### config.mk
export PLATFORM = sky130hd
export DESIGN_NAME = hpsd_top
export DESIGN_NICKNAME = d
export VERILOG_FILES = /design/src/hpsd_pkg.sv /design/src/hpsd_sync.sv /design/src/hpsd_top.sv
export SDC_FILE = /design/constraint.sdc
export NUM_CORES = 1
export LEC_CHECK = 0
export ABC_AREA = 1
export BUFFER_PORTS_ARGS = -buffer_cell sky130_fd_sc_hd__buf_2
export CORE_UTILIZATION = 40
export DETAILED_ROUTE_END_ITERATION = 8
export HOLD_SLACK_MARGIN = 0.1
export MAX_ROUTING_LAYER = met4
export PLACE_DENSITY = 0.61
export SLEW_MARGIN = 20
export SYNTH_ARGS = -nofsm -noshare
export SYNTH_HDL_FRONTEND = slang
export SYNTH_SLANG_ARGS = --single-unit
### constraint.sdc
create_clock -name mclk -period 2.6 [get_ports mclk]
set_clock_uncertainty 0.05 [all_clocks]
set_input_delay 0.39 -clock mclk [delete_from_list [all_inputs] [get_ports mclk]]
set_output_delay 0.39 -clock mclk [all_outputs]
set_load 0.01 [all_outputs]
### src/hpsd_pkg.sv
package hpsd_pkg;
   // ==========================================
   // access type codes
   typedef enum logic [1:0] {
      HPSD_ACC_CTRL     = 2'h0,
      HPSD_ACC_DATA_INC = 2'h1,
      HPSD_ACC_ADDR     = 2'h2,
      HPSD_ACC_DATA     = 2'h3
   } hpsd_acc_t;

   // ==========================================
   // control register layout and reset values
   localparam int          HPSD_CTRL_ORDER_BIT  = 0;
   localparam int          HPSD_CTRL_MIRROR_BIT = 8;
   localparam logic [15:0] HPSD_CTRL_RST        = 16'h0000;
   localparam logic [31:0] HPSD_ADDR_RST        = 32'h0000_0000;
   localparam logic [31:0] HPSD_DATA_RST        = 32'h0000_0000;
   localparam logic [31:0] HPSD_ADDR_STEP       = 32'h0000_0001;
   localparam logic [2:0]  HPSD_SYNC_RST        = 3'h7;
endpackage

### src/hpsd_sync.sv
`timescale 1ns/100ps
`default_nettype none
module hpsd_sync
(
   // clock and reset
   input  wire logic mclk,
   input  wire logic reset,
   // asynchronous level in, filtered level out
   input  wire logic async_in,
   output var  logic level_out
);
   logic [2:0] shift_r;

   // ==========================================
   // three stages; change accepted once stages two and three agree
   always_ff @(posedge mclk)
   begin
      if (reset)
         shift_r <= hpsd_pkg::HPSD_SYNC_RST;
      else
         shift_r <= {shift_r[1:0], async_in};
   end

   always_ff @(posedge mclk)
   begin
      if (reset)
         level_out <= 1'b1;
      else if (shift_r[1] == shift_r[2])
         level_out <= shift_r[2];
   end
endmodule
`default_nettype wire

### src/hpsd_top.sv
// Summary of operation
// data strobe activity ignored while port_select_n is high
// internal strobe low when selected and the two data strobes differ
// wait_ready_n forced low whenever port_select_n is high
// single active-low host strobe: other strobe input held high
// single active-high host strobe: other strobe input held low
// separate read/write strobes: direction supplied by other host line
// select and a strobe may share one host signal; ready still gated
// host should not use select as the strobe with static strobes
// access code: 00 control, 01 data inc, 10 address, 11 data
// data access with autoincrement bumps address by one word after
// direction high reads, low writes; eight cycle types in all
// code latched on address strobe fall, else internal strobe fall
// 16-bit mode: two halfword transfers, code presented on each
// halfword_ident low on first, high on second transfer
// halfword_order picks which half is most significant
// halfword_order written at bit 0, read back at bits 0 and 8
// 16-bit control access: single halfword, same value either half
// 32-bit mode ignores halfword_ident, one word per strobe
// host waits for ready low before ending strobe
// bus_width_strap high at reset 32-bit, low 16-bit
// write data latched into data register on strobe rising edge
`timescale 1ns/100ps
`default_nettype none
module hpsd_top
(
   // clock and reset
   input  wire logic        mclk,
   input  wire logic        reset,
   // host pins
   input  wire logic        port_select_n,
   input  wire logic        data_strobe_a,
   input  wire logic        data_strobe_b,
   input  wire logic        addr_strobe_n,
   input  wire logic [1:0]  access_type_code,
   input  wire logic        rd_wr_dir,
   input  wire logic        halfword_ident,
   input  wire logic        bus_width_strap,
   input  wire logic [31:0] host_data_in,
   output logic      [31:0] host_data_out,
   output logic             host_data_oe,
   output logic             wait_ready_n,
   // back end
   input  wire logic        core_busy,
   input  wire logic [31:0] core_rd_data,
   output logic             mux32_mode,
   output logic             halfword_order,
   output logic      [31:0] read_addr_reg,
   output logic      [31:0] write_addr_reg,
   output logic      [31:0] port_data_reg,
   output logic             data_wr_pulse,
   output logic             data_rd_pulse
);
   // ==========================================
   // pin synchronisers
   logic cs_s, dsa_s, dsb_s, as_s;

   hpsd_sync u_cs  (.mclk(mclk), .reset(reset), .async_in(port_select_n), .level_out(cs_s));
   hpsd_sync u_dsa (.mclk(mclk), .reset(reset), .async_in(data_strobe_a), .level_out(dsa_s));
   hpsd_sync u_dsb (.mclk(mclk), .reset(reset), .async_in(data_strobe_b), .level_out(dsb_s));
   hpsd_sync u_as  (.mclk(mclk), .reset(reset), .async_in(addr_strobe_n), .level_out(as_s));

   // ==========================================
   // internal strobe
   logic internal_strobe_n, strobe_nxt;
   logic as_r;
   logic fall_d_r;

   // selected and strobes differ; select high masks both data strobes
   assign strobe_nxt = ~(~cs_s & (dsa_s ^ dsb_s));

   always_ff @(posedge mclk)
   begin
      if (reset)
      begin
         internal_strobe_n <= 1'b1;
         as_r              <= 1'b1;
         fall_d_r          <= 1'b0;
      end
      else
      begin
         internal_strobe_n <= strobe_nxt;
         as_r              <= as_s;
         fall_d_r          <= internal_strobe_n & ~strobe_nxt;
      end
   end

   wire strobe_fall = internal_strobe_n & ~strobe_nxt;
   wire strobe_rise = ~internal_strobe_n & strobe_nxt;
   wire as_fall     = as_r & ~as_s;

   // ==========================================
   // width strap caught at release of reset
   logic strap_taken_r;

   always_ff @(posedge mclk)
   begin
      if (reset)
      begin
         strap_taken_r <= 1'b0;
         mux32_mode    <= 1'b1;
      end
      else if (!strap_taken_r)
      begin
         strap_taken_r <= 1'b1;
         mux32_mode    <= bus_width_strap;
      end
   end

   // ==========================================
   // cycle type latch
   // pins held stable by the host around the strobe edges, so read directly
   hpsd_pkg::hpsd_acc_t acc_r;
   logic                dir_r;
   logic                hw_r;
   logic                as_latched_r;

   always_ff @(posedge mclk)
   begin
      if (reset)
      begin
         acc_r        <= hpsd_pkg::HPSD_ACC_CTRL;
         dir_r        <= 1'b1;
         hw_r         <= 1'b0;
         as_latched_r <= 1'b0;
      end
      else if (as_fall)
      begin
         acc_r        <= hpsd_pkg::hpsd_acc_t'(access_type_code);
         dir_r        <= rd_wr_dir;
         hw_r         <= halfword_ident;
         as_latched_r <= 1'b1;
      end
      else if (strobe_fall && !as_latched_r)
      begin
         acc_r <= hpsd_pkg::hpsd_acc_t'(access_type_code);
         dir_r <= rd_wr_dir;
         hw_r  <= halfword_ident;
      end
      else if (strobe_rise)
         as_latched_r <= 1'b0;
   end

   // ==========================================
   // halfword helpers
   // msb-first when order bit clear; true when this transfer carries the upper half
   function automatic logic is_upper(input logic order, input logic second);
      is_upper = order ? second : ~second;
   endfunction

   function automatic logic [31:0] put_half(input logic [31:0] word, input logic upper,
                                            input logic [15:0] half);
      put_half = upper ? {half, word[15:0]} : {word[31:16], half};
   endfunction

   function automatic logic [15:0] get_half(input logic [31:0] word, input logic upper);
      get_half = upper ? word[31:16] : word[15:0];
   endfunction

   // ==========================================
   // cycle decode
   wire is_data  = (acc_r == hpsd_pkg::HPSD_ACC_DATA) || (acc_r == hpsd_pkg::HPSD_ACC_DATA_INC);
   wire is_inc   = (acc_r == hpsd_pkg::HPSD_ACC_DATA_INC);
   wire is_addr  = (acc_r == hpsd_pkg::HPSD_ACC_ADDR);
   wire is_ctrl  = (acc_r == hpsd_pkg::HPSD_ACC_CTRL);
   // whole word done: every strobe in 32-bit, second half in 16-bit
   wire word_end = mux32_mode | hw_r;
   wire upper    = is_upper(halfword_order, hw_r);

   // ==========================================
   // control register
   always_ff @(posedge mclk)
   begin
      if (reset)
         halfword_order <= hpsd_pkg::HPSD_CTRL_RST[hpsd_pkg::HPSD_CTRL_ORDER_BIT];
      else if (strobe_rise && is_ctrl && !dir_r)
         halfword_order <= host_data_in[hpsd_pkg::HPSD_CTRL_ORDER_BIT];
   end

   logic [15:0] ctrl_view;
   always_comb
   begin
      ctrl_view = hpsd_pkg::HPSD_CTRL_RST;
      ctrl_view[hpsd_pkg::HPSD_CTRL_ORDER_BIT]  = halfword_order;
      ctrl_view[hpsd_pkg::HPSD_CTRL_MIRROR_BIT] = halfword_order;
   end

   // ==========================================
   // address registers (single-register behaviour on host writes)
   always_ff @(posedge mclk)
   begin
      if (reset)
      begin
         read_addr_reg  <= hpsd_pkg::HPSD_ADDR_RST;
         write_addr_reg <= hpsd_pkg::HPSD_ADDR_RST;
      end
      else if (strobe_rise && is_addr && !dir_r)
      begin
         if (mux32_mode)
         begin
            read_addr_reg  <= host_data_in;
            write_addr_reg <= host_data_in;
         end
         else
         begin
            read_addr_reg  <= put_half(read_addr_reg, upper, host_data_in[15:0]);
            write_addr_reg <= put_half(write_addr_reg, upper, host_data_in[15:0]);
         end
      end
      else if (strobe_rise && is_inc && word_end)
      begin
         // single mode: both copies advance together, after the access has completed
         read_addr_reg  <= read_addr_reg + hpsd_pkg::HPSD_ADDR_STEP;
         write_addr_reg <= write_addr_reg + hpsd_pkg::HPSD_ADDR_STEP;
      end
   end

   // ==========================================
   // data register
   always_ff @(posedge mclk)
   begin
      if (reset)
         port_data_reg <= hpsd_pkg::HPSD_DATA_RST;
      else if (strobe_rise && is_data && !dir_r)
         port_data_reg <= mux32_mode ? host_data_in
                        : put_half(port_data_reg, upper, host_data_in[15:0]);
      // one cycle after the fall, so the freshly latched cycle type decides
      else if (fall_d_r && is_data && dir_r && (mux32_mode || !hw_r))
         port_data_reg <= core_rd_data;
   end

   always_ff @(posedge mclk)
   begin
      if (reset)
      begin
         data_wr_pulse <= 1'b0;
         data_rd_pulse <= 1'b0;
      end
      else
      begin
         data_wr_pulse <= strobe_rise & is_data & ~dir_r & word_end;
         data_rd_pulse <= strobe_rise & is_data & dir_r & word_end;
      end
   end

   // ==========================================
   // read data drive
   logic [31:0] rd_word;
   always_comb
   begin
      case (acc_r)
         hpsd_pkg::HPSD_ACC_CTRL:     rd_word = {ctrl_view, ctrl_view};
         hpsd_pkg::HPSD_ACC_ADDR:     rd_word = read_addr_reg;
         hpsd_pkg::HPSD_ACC_DATA,
         hpsd_pkg::HPSD_ACC_DATA_INC: rd_word = port_data_reg;
         default:                     rd_word = port_data_reg;
      endcase
   end

   always_ff @(posedge mclk)
   begin
      if (reset)
      begin
         host_data_out <= hpsd_pkg::HPSD_DATA_RST;
         host_data_oe  <= 1'b0;
      end
      else
      begin
         host_data_out <= mux32_mode ? rd_word : {16'h0000, get_half(rd_word, upper)};
         host_data_oe  <= ~internal_strobe_n & dir_r;
      end
   end

   // ==========================================
   // ready: busy only while selected, released the cycle after the synchronised select goes high
   always_ff @(posedge mclk)
   begin
      if (reset)
         wait_ready_n <= 1'b0;
      else if (cs_s)
         wait_ready_n <= 1'b0;
      else
         wait_ready_n <= core_busy & ~internal_strobe_n & is_data;
   end
endmodule
`default_nettype wire

==> impl.org, run 1 <==
** Yosys
- Among all flip-flop cells after synthesis, the most frequent one is sky130_fd_sc_hd__dfxtp_1.
- During synthesis, Yosys emitted a total of 0 warnings.
- In this run, synthesis inferred 0 flip-flops with an integrated enable.
- Of the post-synthesis cell area, the dominant cell type holds 0.3531.
- Sequential-to-total area share from yosys stat :: 0.3531
- Netlist area before placement :: 9015 µm²
- Total of flip-flops plus latches after synthesis :: between 150 and 200
- Largest cells by area after synthesis :: sky130_fd_sc_hd__dfxtp_1, sky130_fd_sc_hd__nand2_1, sky130_fd_sc_hd__nor2_1
- Average cell area after synthesis :: 6.087 µm²
- Number of distinct library cell variants in the gate-level netlist after synthesis :: between 40 and 50
- Synth async-reset ratio :: 0
- Instance count of the mapped netlist :: 1481
- Library cell with the largest summed area after synthesis :: sky130_fd_sc_hd__dfxtp_1
- Counting every net in the synthesized netlist gives between 1500 and 2000.

** Route
- Dividing the detail-routed via count by the number of cells gives 5.212.
- Summing over every cut layer, the via total after detailed routing is between 10000 and 15000.
- The detail route stage leaves a number of antenna-violating nets equal to 0.
- Router iterations before antenna repair :: 7
- After detailed routing, the number of remaining DRC violations is 26.
- Number of DRC markers after the initial detailed-route iteration :: around 900
- Wires add up to 34270 µm.
- WL per Instance :: approximately 17 µm

** Worst setup path
- Register-to-register setup slack :: 0.44 ns
- Data on the critical path arrives at its endpoint at 2.46 ns.
- Critical path data required time :: 2.90 ns
- Setup crit start kind :: flop
- Of all nets on the critical path, the largest fanout is 31.
- On the worst path, the slowest cell contributes a delay of 0.58 ns.
- Ordered cell list for the critical path :: nand2_1 -> nand2_2 -> nand2_2 -> inv_2 -> nor2_4 -> nor2_4 -> nand2_1 -> nand2_1 -> nor2_1
- Critical path's slowest cell :: sky130_fd_sc_hd__nor2_4
- Critical setup path kind :: reg -> reg
- Critical path capture point type :: flop
- Cell with the most instances on the worst path :: sky130_fd_sc_hd__nand2_1

** Clocking
- Max Buffers Root-to-Sink :: 2
- The H-tree was split into 4 levels.
- TritonCTS clock tree :: yes
- Clock edge transition at the registers on the reported setup and hold paths :: 0.08 ns
- Clock insertion delay at the later pin of the skew report :: 0.45 ns
- Clock tree synthesis inserted a total of 17 buffers.
- Root buf cell :: sky130_fd_sc_hd__clkbuf_16
- For this design, the sink count on the clock tree is 159.
- Number of buffers added for setup after CTS :: 0

** Timing
- Setup repair after global routing left no endpoint under its margin.
- Final setup TNS :: 0 ns
- Relative slew margins :: 0.5087
- Period Utilization, post-route :: 0.8314
- The count of pins over their slew limit came to 0.
- Static timing analysis puts the maximum clock frequency at ~460 MHz.
- Slew of the pin with the lowest slew margin :: 0.7353 ns
- Across all hold checks on the routed design, the worst slack comes to 0.1073 ns.
- Setup violations, final :: 0
- Crit path time final :: 2.162 ns
- The count of endpoints failing hold in the final timing report came to 0.

** Power and ir drop
- Power density over the cells :: slightly below 500 nW/µm²
- Share of power burned in combinational logic :: 0.056
- Switching share of total power :: 0.2670
- Of the total power, registers draw 0.459.
- The internal portion of the total power is 0.003931 W.
- For this design the total switching power over the nets is ~0.0014 W.
- IR Drop Worst-Case VDD :: 0.0004265 V
- The analysis attributes to cell leakage a power of approximately 5.5 nW.
- Of the total power, the clock network draws 0.485.
- Summing internal, switching and leakage power gives between 0.005 and 0.006 W.

** Layout
- Layout-stage area growth over the synthesis result :: 20.24%
- Number of filler cells placed in the layout :: 2358
- The finished layout holds 1960 standard cells, fillers aside.
- Proportion of layout cells with a drive suffix above 1 :: 0.1857
- Antenna Cells :: 0
- Layout Cell Area excl Fill :: 10840 µm²
- Number of nets at the end of the flow :: about 1700

** Placement
- Summed over all nets, the half-perimeter wirelength after detailed placement is 25810 µm.
- Once placement completed, the tool counted placed cells totaling 1925.
- Placer congestion estimate :: 0.9265
- In this run the cell area measured after placement is between 10000 and 15000 µm².
- Port Buffers :: 209

** Floorplan
- Area of the die :: 23140 µm²
- Number of top-level design ports :: 210
- The floorplan has 54 rows.
- The initial utilization of the core area, before any placement, comes to 0.4105.
- Die Span X :: 152.1 µm
- The core region is 21960 µm².
- Die H :: 152.1 µm

** Job
- Number of violations of the max-capacitance limit :: 0

** Run status
- The final reports fail on DRC.
- Run status :: finished with violations

** GRT
- The first global-routing pass estimated roughly 52000 µm of wire.
- The number of global-route vias before repair is 9090.
- Summed over all layers, the global routing overflow is 0.
- Largest net degree at the start of global routing :: 108
- Antenna violations before repair :: 0
- For this run, the total global-route usage over all layers was measured as 0.3023.

** Worst hold path
- Hold WC Path Type :: in -> reg
==> cells in the mapped netlist, drive strengths merged, types with 2 or more instances <==
cell	instances
inv	154
nand4	6
clkbuf	21
buf	37
a22o	2
nand2	516
o21a	3
nand3b	2
nor3	2
o21ai	136
xor2	2
xnor2	5
or2	14
nor2	248
a31oi	2
o211ai	2
o21bai	5
a21oi	73
nand3	85
ha	2
dfxtp	159
==> through the flow <==
| step | setup WS [ns] | utilization |
|---|---|---|
| after floorplan | 0.9336 | - |
| after global placement | 0.5241 | 0.4648 |
| after detailed placement | 0.4996 | 0.4648 |
| after CTS | 0.4515 | 0.4936 |
| after global routing | 0.1394 | 0.4936 |
| final | 0.4385 | 0.4936 |
==> metal layers <==
layer | track usage | wire length [µm]
met1 | 0.3950 | 14900
met2 | 0.4610 | 15460
met3 | 0.04022 | 2524
met4 | 0.1438 | 1391
met5 | - | 0
==> timing repair <==
action,CTS,global route
hold endpoints to repair,4,0
gates resized for setup,0,0
hold buffers,4,0
==> worst max-delay path: cells and delay by family, from the launching register on <==
| family | cells | cell delay, ns |
|---|---|---|
| simple gates | 8 | 1.30 |
| flops | 1 | 0.43 |
| buf+inv | 1 | 0.26 |
==> placed cells by master, fill, tap and decap left out, types with 5 or more instances in the layout <==
cell,n
sky130_fd_sc_hd__nand2_1,502
sky130_fd_sc_hd__nor2_1,234
sky130_fd_sc_hd__buf_2,209
sky130_fd_sc_hd__dfxtp_1,159
sky130_fd_sc_hd__inv_1,144
sky130_fd_sc_hd__o21ai_0,124
sky130_fd_sc_hd__nand3_1,82
sky130_fd_sc_hd__a21oi_1,70
sky130_fd_sc_hd__clkbuf_16,17
sky130_fd_sc_hd__or2_2,14
sky130_fd_sc_hd__o21ai_1,12
sky130_fd_sc_hd__buf_4,11
sky130_fd_sc_hd__nand2_2,10
sky130_fd_sc_hd__inv_2,9
sky130_fd_sc_hd__nor2_4,8
sky130_fd_sc_hd__inv_6,6
sky130_fd_sc_hd__nand4_1,5
sky130_fd_sc_hd__xnor2_1,5
sky130_fd_sc_hd__o21bai_1,5
==> power groups by stage <==
stage                     clock network, W  logic, W  registers, W
after floorplan                          0  0.000137       0.00252
after global placement                   0  0.000288       0.00252
after detailed placement                 0  0.000287       0.00252
after CTS                          0.00261  0.000292       0.00246
after global routing               0.00273  0.000318       0.00246
final                              0.00260  0.000298       0.00246
==> kinds of logic after synthesis <==
family | Yosys count | synth area share
compound gates | 227 | 0.1323
xor+xnor | 7 | 0.006801
fa+ha+maj | 2 | 0.002775
buf+inv | 212 | 0.1008
flops | 159 | 0.3531
simple gates | 874 | 0.4043
==> path summary, 6_finish.rpt <==
path / start / end / depth (start not counted)
hold reg to reg: u_cs.shift_r[0] / u_cs.shift_r[1] / 1
setup reg to reg: hw_r / read_addr_reg[13] / 9
hold / removal: rd_wr_dir / dir_r / 3
setup / recovery: hw_r / read_addr_reg[13] / 9
==> cell type report <==
type | instances | area [µm²] | share of cell area
repair buffers | 226 | 1209 | 0.1115
clock inverters | 14 | 167.7 | 0.01547
flip-flops and latches | 159 | 3183 | 0.2937
well taps | 280 | 350.3 | 0.03232
inverters | 154 | 580.6 | 0.05356
multi-input cells | 1110 | 4923 | 0.4542
clock buffers | 17 | 425.4 | 0.03925
(Power assumes the default switching activity.)
==> run 2: changes to the inputs <==
- clock period: 2.6 -> 2.2 ns (I/O delays scaled with it)
==> run 2 against run 1 <==
Compared with the run above:
- the run still ends with DRC left
- combinational power increased by 22%
- final area up 1.3%
- wire length down 0.93%
- worst hold slack improved by 0.014 ns
- sequential share of layout area down 0.38 points
- critical path depth is 3 lower
- core utilization rose by 0.66 points
- via count down 0.68%
- sequential cell count unchanged
==> impl.org, run 2 (synthesis results as in run 1) <==
** Run status
- Run status :: finished with violations
- The final reports fail on DRC.

** Worst hold path
- HP Start :: reset
- Hold WC Path Type :: in -> reg

** Route
- Remaining design rule violation count :: 25 (-3.8%)
- Total vias in the final route :: 10146 (-0.68%)
- Via density per instance :: 5.137 (-1.4%)
- The count of antenna-violating nets left after detailed routing was 0 (unchanged).
- The routed wire length came to 33950 µm (-0.93%).
- WL per Instance :: 17.19 µm (-1.7%)
- Number of DRC markers after the initial detailed-route iteration :: 919 (-0.54%)
- Router iterations before antenna repair :: 9 (+2)

** GRT
- The first-pass GRT wire length is 51930 µm (-0.32%).
- Total global routing overflow :: 0 (unchanged)
- Vias in the first global route :: 9300 (+2.3%)
- The initial antenna violation count was 0 (unchanged).
- Largest net degree at the start of global routing :: 61 (-44%)
- The global-route total usage across every layer came to 0.3010 (-0.001270).

** Clocking
- TritonCTS built the clock tree.
- Number of buffers inserted for hold repair after clock tree synthesis :: 10 (+6)
- Number of sinks on the clock net :: 159 (unchanged)
- The clock network latency to the later pin of the worst-skew pair came to 0.44 ns (about the same).
- The post-CTS setup buffer count is 0 (unchanged).
- Resized Gates After CTS :: 0 (unchanged)
- The TritonCTS buffer count came to 17 (unchanged).
- Clock edge transition at the registers on the reported setup and hold paths :: 0.07 ns (about the same)
- Total number of H-tree levels :: 4 (unchanged)
- In this run the clock root is driven by a sky130_fd_sc_hd__clkbuf_16.
- The worst-case clock buffer depth was 2 (unchanged).

** Power and ir drop
- The switching share of power is 0.2564 (-0.01063).
- Total leakage power :: 5.556 nW (+1.4%)
- The maximum ir drop on the vdd rail was 0.0004744 V (+11%).
- Power density over the cells :: 581.1 nW/µm² (+17%)
- The sequential fraction of design power came to 0.456 (-0.003).
- The part of the power in combinational logic is 0.057 (about the same).
- The total internal power was 0.004746 W (+21%).
- Clock power frac :: 0.487 (+0.002)
- The switching power was 0.001636 W (+14%).

** Layout
- Number of filler cells placed in the layout :: 2331 (-1.1%)
- The utilization after layout was 0.5002 (+0.006553).
- Antenna Cells :: 0 (unchanged)
- Leading cell types in the layout, fill and taps excluded :: sky130_fd_sc_hd__nand2_1, sky130_fd_sc_hd__nor2_1, sky130_fd_sc_hd__buf_2
- Commonest non-fill, non-tap cell in the layout :: sky130_fd_sc_hd__nand2_1
- Proportion of layout cells with a drive suffix above 1 :: 0.1894 (+0.003666)
- The number of nets in the layout came to 1761 (+0.86%).
- Layout Cell Area excl Fill :: 10980 µm² (+1.3%)
- Layout-stage area growth over the synthesis result :: 21.83%
- The count of non-filler cells in the finished layout is 1975 (+0.77%).

** Job
- The max-capacitance violation count came to 0 (unchanged).

** Floorplan
- The die area came to 23140 µm² (unchanged).
- Core outline area :: 21960 µm² (unchanged)
- Number of top-level design ports :: 210 (unchanged)
- The die extent in x was 152.1 µm (unchanged).
- The chip height is 152.1 µm (unchanged).
- Initial cell density of the core :: 0.4105 (unchanged)
- The number of standard-cell rows in the floorplan is 54 (unchanged).

** Worst setup path
- The critical path goes through buf_4 -> nand3_2 -> nand2_4 -> inv_2 -> nor2_1 -> nor2_1.
- Critical path capture point type :: flop
- Cell with the most instances on the worst path :: sky130_fd_sc_hd__nor2_1
- Critical path's slowest cell :: sky130_fd_sc_hd__dfxtp_1
- The worst setup path is of the reg -> reg kind.
- Startpoint of the lowest-slack register-to-register path :: acc_r[0]
- Critical path data required time :: 2.48 ns (-0.42 ns)
- In this run the worst setup path begins at acc_r[0].
- STA classifies the critical path startpoint as a flop.
- The largest stage delay on the critical path is 0.48 ns (-0.10 ns).
- The biggest fanout along the worst timing path was 33 (+6.5%).
- Sum of buffers and inverters on the critical path :: 2 (+1)
- Critical path's top delay family :: simple AND/OR/NAND/NOR gates
- The critical path data arrival time came to 2.23 ns (-0.23 ns).

** Timing
- Total count of hold-check failures in the final report :: 0 (unchanged)
- Final setup TNS :: 0 ns (unchanged)
- The final period demand of the worst path was 1.944 ns (-0.2179 ns).
- The highest clock rate is 514.5 MHz (+11%).
- The count of pins over their slew limit was 0 (unchanged).
- RSZ-0062 raised after global routing :: false
- Period Utilization, post-route :: 0.8835 (+0.05211)
- The transition time at the pin with the least slew margin is 0.6868 ns (-0.04844 ns).
- Relative slew margins :: 0.5382 (+0.02954)
- The final setup slack of the worst path came to 0.2564 ns (-0.1821 ns).
- Setup violations, final :: 0 (unchanged)

** Placement
- The total placed cells including tap cells was 1934 (+0.47%).
- Placed Area :: 10290 µm² (+0.78%)
- The weighted congestion reported at the end of routability-driven placement was 0.9655 (+4.2%).
- Post-DP HPWL :: 25980 µm (+0.63%)
- Pre-CTS setup slack :: 0.2818 ns (-0.2179 ns)
- Port Buffers :: 209 (unchanged)
## run 2: path summary, 6_finish.rpt
| check | endpoint | slack (ns) | depth (start not counted) |
|---|---|---|---|
| max | port_data_reg[28] | 0.26 | 6 |
| max reg2reg | port_data_reg[28] | 0.26 | 6 |
| min | read_addr_reg[14] | 0.12 | 2 |
| min reg2reg | u_dsa.shift_r[1] | 0.37 | 1 |
## run 2: final cells by class
| class | instances | area (µm²) | area share |
|---|---|---|---|
| Sequential cell | 159 | 3183 | 0.2898 |
| Clock inverter | 14 | 171.4 | 0.01561 |
| Clock buffer | 17 | 425.4 | 0.03873 |
| Inverter | 154 | 580.6 | 0.05286 |
| Timing Repair Buffer | 241 | 1349 | 0.1228 |
| Multi-Input combinational cell | 1110 | 4923 | 0.4483 |
| Tap cell | 280 | 350.3 | 0.03190 |
## run 2: power by group through the flow
| stage | combinational (W) | sequential [W] | clock, W |
|---|---|---|---|
| floorplan | 0.000162 | 0.00298 | 0 |
| CTS | 0.000357 | 0.00291 | 0.00312 |
| finish | 0.000365 | 0.00291 | 0.00311 |
| global placement | 0.000344 | 0.00298 | 0 |
| detailed placement | 0.000343 | 0.00298 | 0 |
| global route | 0.000391 | 0.00291 | 0.00324 |
## run 2: metrics by stage
stage	hold slack, ns	total power, W
after floorplan	0.3395	0.003145
after global placement	0.3451	0.003322
after detailed placement	0.3475	0.003321
after CTS	0.1084	0.006391
after global routing	0.1202	0.006540
final	0.1216	0.006382
## run 2: per-layer routing
layer	up-vias	track usage	routed length, µm	part of all wire
li1	5038	-	-	-
met1	4579	0.3934	14960	0.44
met2	443	0.4536	14970	0.44
met3	86	0.04592	2532	0.075
met4	0	0.1453	1493	0.044
met5	-	-	0	0
